**src/rtl/omc_pkg.sv**
```systemverilog
// package for the output override and maintenance control block
// assumes a 125 MHz core clock and an Avalon-MM master with waitrequest
package omc_pkg;
    // structure
    localparam int NG = 2;
    localparam int CPG = 4;
    localparam int NC = NG * CPG;
    localparam int AW = 6;
    localparam int DW = 32;
    localparam int TW = 16;
    // register byte offsets
    localparam logic [AW-1:0] OFF_MSRC = 6'h00;
    localparam logic [AW-1:0] OFF_MCMD = 6'h04;
    localparam logic [AW-1:0] OFF_STAT = 6'h08;
    localparam logic [AW-1:0] OFF_DCTL = 6'h0C;
    localparam logic [AW-1:0] OFF_DCMD = 6'h10;
    localparam logic [AW-1:0] OFF_FCFG = 6'h14;
    localparam logic [AW-1:0] OFF_FCMD = 6'h18;
    localparam logic [AW-1:0] OFF_FVAL = 6'h1C;
    localparam logic [AW-1:0] OFF_DTMO = 6'h20;
    localparam logic [AW-1:0] OFF_FTMO = 6'h24;
    localparam logic [AW-1:0] OFF_SERV = 6'h28;
    localparam logic [AW-1:0] OFF_ROT = 6'h2C;
    localparam logic [AW-1:0] OFF_OUTS = 6'h30;
    // field positions
    localparam int MC_COMM_SET = 0;
    localparam int MC_COMM_CLR = 1;
    localparam int MC_MAN_REQ = 2;
    localparam int SV_TRIP = 0;
    localparam int SV_REBOOT = 1;
    localparam int ST_SRC_REJ = 1;
    localparam int ST_MAN_REJ = 2;
    // activation source codes and reset values
    localparam logic [1:0] SRC_MANUAL = 2'h0;
    localparam logic [1:0] SRC_COMM = 2'h1;
    localparam logic [1:0] SRC_DI = 2'h2;
    localparam logic [1:0] SRC_BAD = 2'h3;
    localparam logic [1:0] SRC_RST = 2'h0;
    localparam logic [DW-1:0] TMO_RST = 32'h03E8_03E8;
    // timing: timeouts count in steps of one millisecond
    localparam int unsigned CLK_PERIOD_NS = 8;
    localparam int unsigned TICK_NS = 1000000;
    localparam int unsigned TICK_CYC = TICK_NS / CLK_PERIOD_NS;
    localparam int TCW = 17;

    typedef enum logic [2:0] {
        MS_INIT = 3'b001,
        MS_OFF = 3'b010,
        MS_ON = 3'b100
    } omc_mstate_type;

    typedef struct packed {
        logic [AW-1:0] address;
        logic read;
        logic write;
        logic [DW-1:0] writedata;
    } omc_avs_req_type;
endpackage

```
**src/rtl/omc_override_ctrl.sv**
```systemverilog
// output override and maintenance control: maintenance mode, disarm, force,
// manual trip, reboot and health indication behind an Avalon-MM slave
// assumes all inputs synchronous to core_clk_i; contact drivers sit outside
//
// Implementation choices: the address map and the Avalon-MM slave port.

// Operation
// maintenance from panel, communication or input
// maintenance state kept in nonvolatile store
// manual activation only from panel
// refuse source change while activation asserted
// complementary active and inactive status outputs
// disarmed group contacts never switch
// timed disarm ends when timer expires
// permanent disarm holds until cancelled; the code also ends it when the group's disarm control bit is cleared
// zone and supervision outputs never disarmed
// disarm needs unlatched, no hold, control, command
// timed force ends when timer expires
// permanent force holds until cancelled
// group force beats single-contact force
// disarming dominates forcing
// force applies only undisarmed commanded contacts
// service command issues manual trip
// steady green only after boot, protection running
// reboot on operator service request
// flag measured rotation differing from setting
// separate timeout timer per group function
module omc_override_ctrl #(
    parameter int unsigned TICK_CYCLES = omc_pkg::TICK_CYC
) (
    // clock and reset
    input wire logic core_clk_i,
    input wire logic resetn_i,
    // register bus
    input wire omc_pkg::omc_avs_req_type avs_req_i,
    output logic [omc_pkg::DW-1:0] avs_readdata_o,
    output logic avs_waitrequest_o,
    // maintenance sources and storage
    input wire logic panel_maint_set_i,
    input wire logic panel_maint_clr_i,
    input wire logic maint_di_i,
    input wire logic nv_state_i,
    output logic nv_wr_o,
    output logic nv_data_o,
    output logic maint_active_o,
    output logic maint_inactive_o,
    // relay outputs
    input wire logic [omc_pkg::NC-1:0] prot_req_i,
    input wire logic [omc_pkg::NC-1:0] latched_i,
    input wire logic [omc_pkg::NC-1:0] hold_run_i,
    input wire logic zone_req_i,
    input wire logic supv_req_i,
    output logic [omc_pkg::NC-1:0] contact_o,
    output logic zone_o,
    output logic supv_o,
    // service and health
    input wire logic boot_done_i,
    input wire logic prot_run_i,
    input wire logic meas_rot_i,
    output logic trip_o,
    output logic reboot_o,
    output logic health_green_o,
    output logic rot_mismatch_o
);
    import omc_pkg::*;

    logic wait_q;
    logic [DW-1:0] rdata_q;
    logic [DW-1:0] next_rdata;
    logic [1:0] src;
    logic man_flag;
    logic comm_flag;
    logic src_rej;
    logic man_rej;
    logic [NG-1:0] dis_ctrl;
    logic [NG-1:0] dis_perm;
    logic [NG-1:0] frc_perm;
    logic [NC+NG-1:0] frc_val;
    logic [DW-1:0] dis_tmo;
    logic [DW-1:0] frc_tmo;
    logic rot_cfg;
    omc_mstate_type mstate;
    omc_mstate_type next_mstate;
    logic [TCW-1:0] tick_cnt;
    logic tick;
    logic [NG-1:0] dis_on;
    logic [NG-1:0] frc_grp;
    logic [NC-1:0] sgl_on;
    logic [TW-1:0] dis_cnt [NG];
    logic [TW-1:0] frc_cnt [NG];
    wire [NG-1:0] next_dis_on;
    wire [NG-1:0] next_frc_grp;
    wire [NC-1:0] next_sgl;
    wire [NC-1:0] next_contact;
    wire [NC-1:0] dis_c;
    wire [TW-1:0] next_dis_cnt [NG];
    wire [TW-1:0] next_frc_cnt [NG];

    // bus: one wait cycle, then the request completes
    wire [AW-1:0] addr = avs_req_i.address;
    wire [DW-1:0] wd = avs_req_i.writedata;
    wire bus_req = avs_req_i.read | avs_req_i.write;
    wire wr_en = avs_req_i.write & ~wait_q;
    wire wr_msrc = wr_en & (addr == OFF_MSRC);
    wire wr_mcmd = wr_en & (addr == OFF_MCMD);
    wire wr_stat = wr_en & (addr == OFF_STAT);
    wire wr_dctl = wr_en & (addr == OFF_DCTL);
    wire wr_dcmd = wr_en & (addr == OFF_DCMD);
    wire wr_fcfg = wr_en & (addr == OFF_FCFG);
    wire wr_fcmd = wr_en & (addr == OFF_FCMD);
    wire wr_fval = wr_en & (addr == OFF_FVAL);
    wire wr_dtmo = wr_en & (addr == OFF_DTMO);
    wire wr_ftmo = wr_en & (addr == OFF_FTMO);
    wire wr_serv = wr_en & (addr == OFF_SERV);
    wire wr_rot = wr_en & (addr == OFF_ROT);

    always_ff @(posedge core_clk_i or negedge resetn_i) begin
        if (!resetn_i) begin
            wait_q <= 1'b1;
            rdata_q <= '0;
        end else begin
            wait_q <= ~(bus_req & wait_q);
            if (bus_req && wait_q) begin
                rdata_q <= next_rdata;
            end
        end
    end
    assign avs_waitrequest_o = wait_q;
    assign avs_readdata_o = rdata_q;

    always_comb begin
        next_rdata = '0;
        if (addr == OFF_MSRC) begin
            next_rdata[1:0] = src;
        end else if (addr == OFF_STAT) begin
            next_rdata[5:0] = {health_green_o, rot_mismatch_o, mstate == MS_ON, man_rej,
                               src_rej, maint_active_o};
        end else if (addr == OFF_DCTL) begin
            next_rdata[2*NG-1:0] = {dis_perm, dis_ctrl};
        end else if (addr == OFF_FCFG) begin
            next_rdata[NG-1:0] = frc_perm;
        end else if (addr == OFF_FVAL) begin
            next_rdata[NC+NG-1:0] = frc_val;
        end else if (addr == OFF_DTMO) begin
            next_rdata = dis_tmo;
        end else if (addr == OFF_FTMO) begin
            next_rdata = frc_tmo;
        end else if (addr == OFF_ROT) begin
            next_rdata[0] = rot_cfg;
        end else if (addr == OFF_OUTS) begin
            next_rdata[3*NC+NG-1:0] = {sgl_on, frc_grp, dis_c, contact_o};
        end
    end

    // maintenance activation; the bus stands for the remote tool
    wire src_act = (src == SRC_DI) ? maint_di_i :
                   (src == SRC_COMM) ? comm_flag : man_flag;
    wire src_try = wr_msrc & (wd[1:0] != SRC_BAD);
    wire src_refuse = wr_msrc & src_act;
    wire man_from_bus = wr_mcmd & wd[MC_MAN_REQ];
    wire restoring = (mstate == MS_INIT);

    always_ff @(posedge core_clk_i or negedge resetn_i) begin
        if (!resetn_i) begin
            src <= SRC_RST;
            man_flag <= 1'b0;
            comm_flag <= 1'b0;
            src_rej <= 1'b0;
            man_rej <= 1'b0;
        end else begin
            if (src_try && !src_act) begin
                src <= wd[1:0];
            end
            // stored state reloads both latched sources after power-up
            if (restoring) begin
                man_flag <= nv_state_i;
                comm_flag <= nv_state_i;
            end else begin
                man_flag <= panel_maint_set_i | (man_flag & ~panel_maint_clr_i);
                comm_flag <= (wr_mcmd & wd[MC_COMM_SET]) |
                             (comm_flag & ~(wr_mcmd & wd[MC_COMM_CLR]));
            end
            // sticky flags: a new event wins over a write-one clear
            src_rej <= src_refuse | (src_rej & ~(wr_stat & wd[ST_SRC_REJ]));
            man_rej <= man_from_bus | (man_rej & ~(wr_stat & wd[ST_MAN_REJ]));
        end
    end

    always_comb begin
        next_mstate = mstate;
        case (mstate)
            MS_INIT: next_mstate = nv_state_i ? MS_ON : MS_OFF;
            MS_OFF: next_mstate = src_act ? MS_ON : MS_OFF;
            MS_ON: next_mstate = src_act ? MS_ON : MS_OFF;
            default: next_mstate = MS_INIT;
        endcase
    end

    always_ff @(posedge core_clk_i or negedge resetn_i) begin
        if (!resetn_i) begin
            mstate <= MS_INIT;
            maint_active_o <= 1'b0;
            maint_inactive_o <= 1'b0;
            nv_wr_o <= 1'b0;
            nv_data_o <= 1'b0;
        end else begin
            mstate <= next_mstate;
            maint_active_o <= (next_mstate == MS_ON);
            maint_inactive_o <= (next_mstate == MS_OFF);
            // store only real changes, never the restore itself
            nv_wr_o <= !restoring && (next_mstate != mstate);
            nv_data_o <= (next_mstate == MS_ON);
        end
    end

    // configuration registers
    always_ff @(posedge core_clk_i or negedge resetn_i) begin
        if (!resetn_i) begin
            dis_ctrl <= '0;
            dis_perm <= '0;
            frc_perm <= '0;
            frc_val <= '0;
            dis_tmo <= TMO_RST;
            frc_tmo <= TMO_RST;
            rot_cfg <= 1'b0;
        end else begin
            if (wr_dctl) begin
                {dis_perm, dis_ctrl} <= wd[2*NG-1:0];
            end
            if (wr_fcfg) begin
                frc_perm <= wd[NG-1:0];
            end
            if (wr_fval) begin
                frc_val <= wd[NC+NG-1:0];
            end
            if (wr_dtmo) begin
                dis_tmo <= wd;
            end
            if (wr_ftmo) begin
                frc_tmo <= wd;
            end
            if (wr_rot) begin
                rot_cfg <= wd[0];
            end
        end
    end

    // millisecond step for the timeouts
    assign tick = (tick_cnt == TCW'(TICK_CYCLES - 1));
    always_ff @(posedge core_clk_i or negedge resetn_i) begin
        if (!resetn_i) begin
            tick_cnt <= '0;
        end else begin
            tick_cnt <= tick ? '0 : tick_cnt + 1'b1;
        end
    end

    // disarm and force per output card group
    for (genvar g = 0; g < NG; g++) begin : grp
        wire dapply = wr_dcmd & wd[g] & dis_ctrl[g];
        wire dcancel = wr_dcmd & wd[NG+g];
        wire dexp = dis_on[g] & ~dis_perm[g] & (dis_cnt[g] == '0);
        wire fgapply = wr_fcmd & wd[NC+g];
        wire fsapply = wr_fcmd & (|wd[g*CPG +: CPG]);
        wire fcancel = wr_fcmd & wd[NC+NG+g];
        wire factive = frc_grp[g] | (|sgl_on[g*CPG +: CPG]);
        wire fexp = factive & ~frc_perm[g] & (frc_cnt[g] == '0);
        // dropping the control also ends a disarm; permanent waits for cancel
        assign next_dis_on[g] = dis_ctrl[g] & ~dcancel &
                                (dapply | (dis_on[g] & ~dexp));
        assign next_dis_cnt[g] = dapply ? dis_tmo[g*TW +: TW] :
                                 (tick && dis_cnt[g] != '0) ? dis_cnt[g] - 1'b1 :
                                 dis_cnt[g];
        assign next_frc_grp[g] = ~fcancel & (fgapply | (frc_grp[g] & ~fexp));
        assign next_frc_cnt[g] = (fgapply | fsapply) ? frc_tmo[g*TW +: TW] :
                                 (tick && frc_cnt[g] != '0) ? frc_cnt[g] - 1'b1 :
                                 frc_cnt[g];
        for (genvar c = 0; c < CPG; c++) begin : ct
            localparam int I = g * CPG + c;
            assign dis_c[I] = dis_on[g] & ~latched_i[I] & ~hold_run_i[I];
            // a single force aimed at a disarmed contact is dropped
            assign next_sgl[I] = ~fcancel &
                                 ((wr_fcmd & wd[I] & ~dis_c[I]) | (sgl_on[I] & ~fexp));
            assign next_contact[I] = dis_c[I] ? contact_o[I] :
                                     frc_grp[g] ? frc_val[NC+g] :
                                     sgl_on[I] ? frc_val[I] : prot_req_i[I];
        end
    end

    always_ff @(posedge core_clk_i or negedge resetn_i) begin
        if (!resetn_i) begin
            dis_on <= '0;
            frc_grp <= '0;
            sgl_on <= '0;
            dis_cnt <= '{default: '0};
            frc_cnt <= '{default: '0};
            contact_o <= '0;
            zone_o <= 1'b0;
            supv_o <= 1'b0;
        end else begin
            dis_on <= next_dis_on;
            frc_grp <= next_frc_grp;
            sgl_on <= next_sgl;
            dis_cnt <= next_dis_cnt;
            frc_cnt <= next_frc_cnt;
            contact_o <= next_contact;
            zone_o <= zone_req_i;
            supv_o <= supv_req_i;
        end
    end

    // service actions and indication
    always_ff @(posedge core_clk_i or negedge resetn_i) begin
        if (!resetn_i) begin
            trip_o <= 1'b0;
            reboot_o <= 1'b0;
            health_green_o <= 1'b0;
            rot_mismatch_o <= 1'b0;
        end else begin
            // held until the next millisecond step so the breaker sees it
            trip_o <= (wr_serv & wd[SV_TRIP]) | (trip_o & ~tick);
            reboot_o <= wr_serv & wd[SV_REBOOT];
            health_green_o <= boot_done_i & prot_run_i;
            rot_mismatch_o <= meas_rot_i ^ rot_cfg;
        end
    end
endmodule

```
**config.mk**
```make
export PLATFORM = sky130hd
export DESIGN_NAME = omc_override_ctrl
export DESIGN_NICKNAME = d
export VERILOG_FILES = /design/src/rtl/omc_pkg.sv /design/src/rtl/omc_override_ctrl.sv
export SDC_FILE = /design/constraint.sdc
export NUM_CORES = 1
export LEC_CHECK = 0
export BUFFER_PORTS_ARGS = -buffer_cell sky130_fd_sc_hd__buf_2
export CAP_MARGIN = 10
export CORE_MARGIN = 1
export CORE_UTILIZATION = 53
export CTS_CLUSTER_SIZE = 8
export DETAILED_ROUTE_END_ITERATION = 6
export PLACE_DENSITY = 0.76
export SLEW_MARGIN = 40
export SYNTH_ARGS = -nofsm -noshare
export SYNTH_HDL_FRONTEND = slang
export SYNTH_SLANG_ARGS = --single-unit
export TNS_END_PERCENT = 10
```
**constraint.sdc**
```tcl
create_clock -name core_clk_i -period 2.6 [get_ports core_clk_i]
set_input_delay 0.65 -clock core_clk_i [delete_from_list [all_inputs] [get_ports core_clk_i]]
set_output_delay 0.65 -clock core_clk_i [all_outputs]
set_load 0.02 [all_outputs]
```
==> flow_summary.html, run 1 <==
<table>
<tr><th>Metric</th><th>Value</th></tr>
<tr><th colspan="2">Placement</th></tr>
<tr><td>Detailed-placement wirelength estimate</td><td>about 23000 um</td></tr>
<tr><td>Routability-driven placement congestion ratio</td><td>0.938</td></tr>
<tr><td>Quantity of I/O buffers inserted on ports</td><td>125</td></tr>
<tr><td>Placed instance count</td><td>1542</td></tr>
<tr><td>Worst-case setup slack after placement</td><td>approximately 0.086 ns</td></tr>
<tr><th colspan="2">Timing</th></tr>
<tr><td>Post-route minimum period</td><td>2.36 ns</td></tr>
<tr><td>Maximum frequency from static timing analysis</td><td>around 420 MHz</td></tr>
<tr><td>Setup violation total in the final timing report</td><td>0</td></tr>
<tr><td>Count of endpoints failing hold in the final timing report</td><td>0</td></tr>
<tr><td>Relative slew margins</td><td>a little under three fifths</td></tr>
<tr><td>Share of the cycle needed by the critical path after routing</td><td>between 90% and 100%</td></tr>
<tr><td>Least setup slack across all paths after layout</td><td>0.245 ns</td></tr>
<tr><td>Number of pins with negative max-slew slack in the final report</td><td>0</td></tr>
<tr><td>Final sum of negative setup slack</td><td>0 ns</td></tr>
<tr><td>Unrepaired setup endpoints after global routing</td><td>false</td></tr>
<tr><td>WHS</td><td>approximately 0.11 ns</td></tr>
<tr><td>Slew @ Worst Pin</td><td>0.660 ns</td></tr>
<tr><td>Post-route clock skew</td><td>between 0.015 and 0.02 ns</td></tr>
<tr><th colspan="2">Critical path</th></tr>
<tr><td>Number of buffer and inverter stages on the critical path</td><td>1</td></tr>
<tr><td>Critical Path Fanout Max</td><td>5</td></tr>
<tr><td>Data arrival, critical path</td><td>around 2.7 ns</td></tr>
<tr><td>Crit. End Element</td><td>register</td></tr>
<tr><td>Category of the most critical setup path</td><td>register to register</td></tr>
<tr><td>Slowest stage cell on the critical path</td><td>or4_4</td></tr>
<tr><td>Cells along the critical path</td><td>inv_1 -&gt; ha_1 -&gt; or4b_4 -&gt; or4_4 -&gt; a311o_1 -&gt; a32oi_1 -&gt; nor2_1</td></tr>
<tr><td>Launching element type of the critical path</td><td>register</td></tr>
<tr><td>Worst stage delay on the critical path</td><td>around 0.54 ns</td></tr>
<tr><td>CP delay by family, top</td><td>simple AND/OR/NAND/NOR gates</td></tr>
<tr><td>Required time at the worst-slack endpoint</td><td>between 2 and 3 ns</td></tr>
<tr><th colspan="2">Clock tree</th></tr>
<tr><td>H-tree lvl count</td><td>2</td></tr>
<tr><td>Post-CTS clock slew at the launch and capture registers of the worst setup and hold paths</td><td>~0.050 ns</td></tr>
<tr><td>Maximum clock insertion buffer count</td><td>3</td></tr>
<tr><td>Latest clock arrival within the worst-skew pair</td><td>approximately 0.5 ns</td></tr>
<tr><td>Inserted Clock Buffers</td><td>35</td></tr>
<tr><td>Clock sink count</td><td>233</td></tr>
<tr><td>CTS tree</td><td>done</td></tr>
<tr><td>Clock Tree Root</td><td>clkbuf_16</td></tr>
<tr><th colspan="2">Synth</th></tr>
<tr><td>Commonest register cell after synthesis</td><td>dfrtp_1</td></tr>
<tr><td>Mapped Cells</td><td>1157</td></tr>
<tr><td>Share of the synthesized area in the top cell type</td><td>44.5%</td></tr>
<tr><td>Post-synthesis register bit count</td><td>233</td></tr>
<tr><td>Number of synthesized flops with an enable pin</td><td>0</td></tr>
<tr><td>Post-Syn Area</td><td>~12000 um2</td></tr>
<tr><td>Total of warnings raised by yosys</td><td>0</td></tr>
<tr><td>Mapped Avg Cell Area</td><td>10.1 um2</td></tr>
<tr><td>Share of the yosys chip area belonging to registers</td><td>between 50% and 60%</td></tr>
<tr><td>Count of different cell masters after synthesis</td><td>62</td></tr>
<tr><td>Dominant cells by area after synthesis</td><td>dfrtp_1 (44%), mux2_2 (8.7%), dfstp_2 (5.9%)</td></tr>
<tr><td>Largest area contributor in the netlist</td><td>dfrtp_1</td></tr>
<tr><td>Share of synthesized flip-flops with an asynchronous set or reset</td><td>between 90% and 100%</td></tr>
<tr><td>Post-synth net total</td><td>1241</td></tr>
<tr><th colspan="2">Floorplanning</th></tr>
<tr><td>Chip height</td><td>150 um</td></tr>
<tr><td>Starting Density</td><td>54.7%</td></tr>
<tr><td>Io pins</td><td>126</td></tr>
<tr><td>Std cell rows</td><td>between 50 and 60</td></tr>
<tr><td>Die width</td><td>150 um</td></tr>
<tr><td>Total Die Area</td><td>approximately 23000 um2</td></tr>
<tr><td>Area of the core region</td><td>21300 um2</td></tr>
<tr><th colspan="2">Hold path</th></tr>
<tr><td>Type of the most critical hold path</td><td>input port to asynchronous set/reset pin</td></tr>
<tr><th colspan="2">Routing</th></tr>
<tr><td>Number of nets with antenna violations after detailed routing</td><td>0</td></tr>
<tr><td>Via count of the routed design</td><td>between 9k and 10k</td></tr>
<tr><td>Via-to-Cell Ratio</td><td>approximately 6.1</td></tr>
<tr><td>WL/cell</td><td>~20 um</td></tr>
<tr><td>DRC violations left</td><td>0</td></tr>
<tr><td>Overall routed net length</td><td>32500 um</td></tr>
<tr><td>Initial DRC Count</td><td>roughly 860</td></tr>
<tr><td>Length of the first detailed-routing pass in iterations</td><td>5</td></tr>
<tr><th colspan="2">Final layout</th></tr>
<tr><td>Number of diodes</td><td>0</td></tr>
<tr><td>Most frequent standard cell in the layout excluding fill and tap cells</td><td>dfrtp_1</td></tr>
<tr><td>Fraction of final layout cells with drive strength greater than 1</td><td>about a quarter</td></tr>
<tr><td>Top library cells by usage in the layout, fill and taps aside</td><td>dfrtp_1 (207), buf_2 (124), nor2_1 (105), nand2_1 (104), mux2_2 (90)</td></tr>
<tr><td>Layout Area Growth over Synthesis</td><td>19.7%</td></tr>
<tr><td>Total Nets Final</td><td>around 1.4k</td></tr>
<tr><td>Final standard cell count with taps included and fillers excluded</td><td>around 1.6k</td></tr>
<tr><th colspan="2">Global routing</th></tr>
<tr><td>Layer carrying the most global-route usage</td><td>met2</td></tr>
<tr><td>Maximum number of pins on one net before global-route repair</td><td>around 70</td></tr>
<tr><td>Met2 global-route usage</td><td>around 46%</td></tr>
<tr><td>Number of antenna violations at the first check in global routing</td><td>0</td></tr>
<tr><td>Global routing met3 resource utilization</td><td>under 10%</td></tr>
<tr><td>Wire length of the first global-routing pass</td><td>approximately 52000 um</td></tr>
<tr><td>Global-route congestion overflow total</td><td>0</td></tr>
<tr><td>Vias in the first global route</td><td>a little under 10k</td></tr>
<tr><td>GR Util All Layers</td><td>roughly 30%</td></tr>
<tr><td>Met1 Resource Use GR</td><td>42.8%</td></tr>
<tr><th colspan="2">Status</th></tr>
<tr><td>Outcome</td><td>completed</td></tr>
<tr><th colspan="2">Job</th></tr>
<tr><td>Maxcap violations</td><td>0</td></tr>
<tr><th colspan="2">Pwr</th></tr>
<tr><td>Highest ir drop seen on vdd</td><td>roughly 770 uV</td></tr>
<tr><td>Power per standard cell area</td><td>672 nW/um2</td></tr>
<tr><td>Leak Pwr</td><td>around 6 nW</td></tr>
</table>
[worst paths after layout]
path	startpoint	to	slack, ns	cells past startpoint
setup / recovery	frc_cnt[1]	sgl_on[6]	0.24	7
hold / removal	resetn_i	maint_active_o	0.11	1
setup reg to reg	frc_cnt[1]	sgl_on[6]	0.24	7
hold reg to reg	avs_readdata_o[12]	avs_readdata_o[12]	0.47	2
max in group asynchronous	resetn_i	dis_tmo[25]	1.75	2
min in group core_clk_i	supv_req_i	supv_o	0.26	1
[cell usage after synthesis (3+ instances only)]
library cell    n
ha_1            9
a32oi_1         6
a21oi_1        80
nand4b_1        3
inv_1          24
nand4_1        26
and2_1         12
or4_1          12
and3_1         11
xnor2_1        22
dfstp_2        26
nor3b_1         4
mux2_2         90
o21ai_0        49
o21a_1          5
nor3_1         28
nor4_1         24
o31ai_1        19
nand2_1       104
a22o_1          4
a22oi_1        10
nor4b_1         5
a31oi_1        11
o22ai_1         4
nor2_1        105
o2111ai_1       7
nor2b_1         8
buf_1           8
a221o_1         6
xor2_1         43
mux2i_1        20
nand2b_1       10
nand3_1        53
o211ai_1        4
clkbuf_1       52
or3_1           9
dfrtp_1       207
nor4bb_1        3
[metal layers]
layer	wire length, um	vias to the layer above
met5	0	-
li1	-	4490
met4	874	0
met1	14400	4793
met2	14700	422
met3	2530	71
[state kept, by name, indices dropped and copies added (netlist names), 3 cells and up]
signal and count:
frc_cnt 32, frc_tmo 32, frc_val 10, sgl_on 8, mstate 3, dis_tmo 32, tick_cnt 17, avs_readdata_o 32
contact_o 8, dis_cnt 32
[worst register-to-register path: cells and delay by family (launching register included)]
family                     cells  cell delay, ns
AOI/OAI and AO/OA              2            0.55
adders and majority gates      1            0.15
and+or+nand+nor                3            1.07
buffers and inverters          1            0.10
DFF                            1            0.38
[report_power, final]
group	switching [mW]	internal, mW	total [mW]	leakage, nW
Sequential	0.278	3.95	4.23	2.80
Combinational	0.588	0.421	1.01	2.86
Clock	1.61	2.52	4.13	0.469
[cell type report]
class                   instances  area [um2]
fillers                      1692        7350
flip-flops and latches        233        5860
multi-input cells             837        5460
repair buffers                174        1190
clock buffers                  60         970
well taps                     275         344
inverters                      24        90.1
clock inverters                 2        17.5
[kinds of logic (layout without fill, tap and decap cells)]
kind of cell	count (synthesis)	after routing	synth area share [%]
flops	233	233	50.4
buf+inv	88	260	3.01
mux	110	110	10.4
xor+xnor	65	65	4.89
compound gates	223	223	11.9
fa+ha+maj	9	9	0.967
simple gates	429	430	18.4
[metrics by stage]
stage	util, %	area, um2	power [mW]
finish	65.5	13900	9.37
global placement	60.7	12900	5.24
global route	65.5	13900	9.70
floorplan	-	11600	4.78
CTS	65.4	13900	9.41
detailed placement	60.7	12900	5.27
[timing repair]
item,in CTS,in global routing
hold buffers,0,0
endpoints found under the setup margin,0,6
buffers inserted,0,0
resized for setup,0,3
No activity file was read; power rests on OpenSTA's default activity.
==> run 2, diff against run 1 <==
BUFFER_PORTS_ARGS = -buffer_cell sky130_fd_sc_hd__clkbuf_2   (was -buffer_cell sky130_fd_sc_hd__buf_2)
CELL_PAD_IN_SITES_DETAIL_PLACEMENT = 1   (was default)
CELL_PAD_IN_SITES_GLOBAL_PLACEMENT = 1   (was default)
CORE_UTILIZATION = 42   (was 53)
PLACE_DENSITY = default   (was 0.76)
PLACE_DENSITY_LB_ADDON = 0.1   (was default)
==> flow_summary.html, run 2 (synthesis results as in run 1) <==
<table>
<tr><th>Metric</th><th>Value</th></tr>
<tr><th colspan="2">Floorplanning</th></tr>
<tr><td>Total Die Area</td><td>28400 um2</td></tr>
<tr><td>Die width</td><td>about 170 um</td></tr>
<tr><td>Std cell rows</td><td>60</td></tr>
<tr><td>Starting Density</td><td>roughly 43%</td></tr>
<tr><td>Chip height</td><td>168 um</td></tr>
<tr><td>Io pins</td><td>126</td></tr>
<tr><td>Area of the core region</td><td>around 27000 um2</td></tr>
<tr><th colspan="2">Clock tree</th></tr>
<tr><td>Hold Buf Count CTS</td><td>0</td></tr>
<tr><td>Maximum clock insertion buffer count</td><td>3</td></tr>
<tr><td>CTS tree</td><td>done</td></tr>
<tr><td>Latest clock arrival within the worst-skew pair</td><td>about 0.5 ns</td></tr>
<tr><td>Number of gates resized after cts</td><td>0</td></tr>
<tr><td>Clock Tree Root</td><td>clkbuf_16</td></tr>
<tr><td>Inserted Clock Buffers</td><td>35</td></tr>
<tr><td>H-tree lvl count</td><td>2</td></tr>
<tr><td>Post-CTS clock slew at the launch and capture registers of the worst setup and hold paths</td><td>0.05 ns</td></tr>
<tr><td>Clock sink count</td><td>around 230</td></tr>
<tr><th colspan="2">Timing</th></tr>
<tr><td>Setup violation total in the final timing report</td><td>0</td></tr>
<tr><td>Slew @ Worst Pin</td><td>just over 0.7 ns</td></tr>
<tr><td>Least setup slack across all paths after layout</td><td>about 0.077 ns</td></tr>
<tr><td>Maximum frequency from static timing analysis</td><td>396 MHz</td></tr>
<tr><td>Relative slew margins</td><td>52.0%</td></tr>
<tr><td>Number of pins with negative max-slew slack in the final report</td><td>0</td></tr>
<tr><td>Count of endpoints failing hold in the final timing report</td><td>0</td></tr>
<tr><td>Final sum of negative setup slack</td><td>0 ns</td></tr>
<tr><td>WHS</td><td>0.0157 ns</td></tr>
<tr><td>Post-route clock skew</td><td>around 0.017 ns</td></tr>
<tr><td>Unrepaired setup endpoints after global routing</td><td>false</td></tr>
<tr><td>Post-route minimum period</td><td>around 2.5 ns</td></tr>
<tr><td>Share of the cycle needed by the critical path after routing</td><td>slightly below 100%</td></tr>
<tr><th colspan="2">Routing</th></tr>
<tr><td>WL/cell</td><td>21.6 um</td></tr>
<tr><td>Overall routed net length</td><td>about 37000 um</td></tr>
<tr><td>Length of the first detailed-routing pass in iterations</td><td>6</td></tr>
<tr><td>Via-to-Cell Ratio</td><td>5.71</td></tr>
<tr><td>Number of nets with antenna violations after detailed routing</td><td>0</td></tr>
<tr><td>Initial DRC Count</td><td>a little over 800</td></tr>
<tr><td>DRC violations left</td><td>0</td></tr>
<tr><td>Via count of the routed design</td><td>around 9.7k</td></tr>
<tr><th colspan="2">Critical path</th></tr>
<tr><td>Cells along the critical path</td><td>inv_1 -&gt; ha_1 -&gt; or4b_2 -&gt; or4_4 -&gt; buf_4 -&gt; nand3_2 -&gt; xnor2_1 -&gt; mux2_2</td></tr>
<tr><td>Crit. End Element</td><td>register</td></tr>
<tr><td>Crit path from</td><td>frc_cnt[0]</td></tr>
<tr><td>Data arrival, critical path</td><td>~2.9 ns</td></tr>
<tr><td>Launching element type of the critical path</td><td>register</td></tr>
<tr><td>Required time at the worst-slack endpoint</td><td>around 3.0 ns</td></tr>
<tr><td>Slowest stage cell on the critical path</td><td>or4b_2</td></tr>
<tr><td>Critical Path Fanout Max</td><td>9</td></tr>
<tr><td>Category of the most critical setup path</td><td>register to register</td></tr>
<tr><td>FF-to-FF Start</td><td>frc_cnt[0]</td></tr>
<tr><td>Worst stage delay on the critical path</td><td>between 0.5 and 0.6 ns</td></tr>
<tr><th colspan="2">Status</th></tr>
<tr><td>Outcome</td><td>completed</td></tr>
<tr><th colspan="2">Pwr</th></tr>
<tr><td>Highest ir drop seen on vdd</td><td>approximately 620 uV</td></tr>
<tr><td>Leak Pwr</td><td>6.14 nW</td></tr>
<tr><td>Power per standard cell area</td><td>just under 700 nW/um2</td></tr>
<tr><td>Overall power after layout</td><td>9.49 mW</td></tr>
<tr><th colspan="2">Job</th></tr>
<tr><td>Maxcap violations</td><td>0</td></tr>
<tr><th colspan="2">Global routing</th></tr>
<tr><td>Maximum number of pins on one net before global-route repair</td><td>67</td></tr>
<tr><td>GR Util All Layers</td><td>a little over a quarter</td></tr>
<tr><td>Vias in the first global route</td><td>10.1k</td></tr>
<tr><td>Global-route congestion overflow total</td><td>0</td></tr>
<tr><td>Number of antenna violations at the first check in global routing</td><td>0</td></tr>
<tr><td>Wire length of the first global-routing pass</td><td>58400 um</td></tr>
<tr><th colspan="2">Final layout</th></tr>
<tr><td>Total Nets Final</td><td>about 1.4k</td></tr>
<tr><td>Top library cells by usage in the layout, fill and taps aside</td><td>dfrtp_1 (207), clkbuf_2 (124), nor2_1 (105), nand2_1 (104), mux2_2 (90)</td></tr>
<tr><td>Number of diodes</td><td>0</td></tr>
<tr><td>Most frequent standard cell in the layout excluding fill and tap cells</td><td>dfrtp_1</td></tr>
<tr><td>Finished Cell Area</td><td>~14000 um2</td></tr>
<tr><td>Layout Area Growth over Synthesis</td><td>20.5%</td></tr>
<tr><td>Fraction of final layout cells with drive strength greater than 1</td><td>between 20% and 30%</td></tr>
<tr><th colspan="2">Placement</th></tr>
<tr><td>Detailed-placement wirelength estimate</td><td>roughly 27000 um</td></tr>
<tr><td>Worst-case setup slack after placement</td><td>roughly 0.07 ns</td></tr>
<tr><td>Area of placed instances</td><td>between 10000 and 15000 um2</td></tr>
<tr><td>Quantity of I/O buffers inserted on ports</td><td>approximately 130</td></tr>
<tr><td>Routability-driven placement congestion ratio</td><td>just under 0.9</td></tr>
<tr><th colspan="2">Hold path</th></tr>
<tr><td>Type of the most critical hold path</td><td>input port to asynchronous set/reset pin</td></tr>
</table>
run 2: changes by cell type in the layout (fill, tap and decap cells not counted), sizes merged:
cell      delta
clkinv       -1
clkinvlp     +1
buf        -114
clkbuf     +120
inv          -1
or4          -1
run 2: per-stage QoR:
| stage | utilization (%) | instances |
|---|---|---|
| 3_5_place_dp | 47.9 | 1646 |
| 3_3_place_gp | 47.9 | 1646 |
| 5_1_grt | 51.8 | 1706 |
| 2_1_floorplan | - | 1157 |
| 4_1_cts | 51.7 | 1703 |
| 6_report | 51.8 | 1706 |
run 2: worst max-delay path: cells and delay by family, from the launching register on:
kind | cells | cell delay [ns]
simple gates | 3 | 1.16
fa+ha+maj | 1 | 0.16
xor+xnor | 1 | 0.08
flops | 1 | 0.39
mux | 1 | 0.27
buf+inv | 2 | 0.33
run 2: layer usage:
layer	up-vias	share of wire, %	track usage (%)
met5	-	0	0
met4	0	2.6	8.18
met3	53	4.9	3.39
met2	261	45	40.9
met1	4948	48	39.3
li1	4477	-	-
run 2: final cells by class:
type                    instances  area [um2]
clock inverters                 1        7.51
well taps                     372         465
repair buffers                184        1150
inverters                      24        90.1
multi-input cells             836        5440
flip-flops and latches        233        5860
fillers                      3054       13100
clock buffers                  56        1010
run 2: power breakdown:
group	switching, mW	total [mW]	leakage (nW)	internal, mW
logic	0.593	0.994	2.85	0.401
registers	0.305	4.26	2.80	3.95
clock network	1.61	4.24	0.485	2.62
run 2: repair_timing:
action	4_1_cts	5_1_grt
setup endpoints to repair	0	7
setup buffers	0	3
endpoints found under the hold margin	0	0
run 2: worst paths after layout:
kind | cells past startpoint | end | slack [ns]
worst max-delay path | 8 | frc_cnt[12] | 0.08
worst min-delay path | 1 | dis_tmo[0] | 0.02
worst max register to register | 8 | frc_cnt[12] | 0.08
worst min register to register | 2 | avs_readdata_o[21] | 0.48
max in group asynchronous | 2 | frc_tmo[21] | 1.87
min in group core_clk_i | 1 | supv_o | 0.26
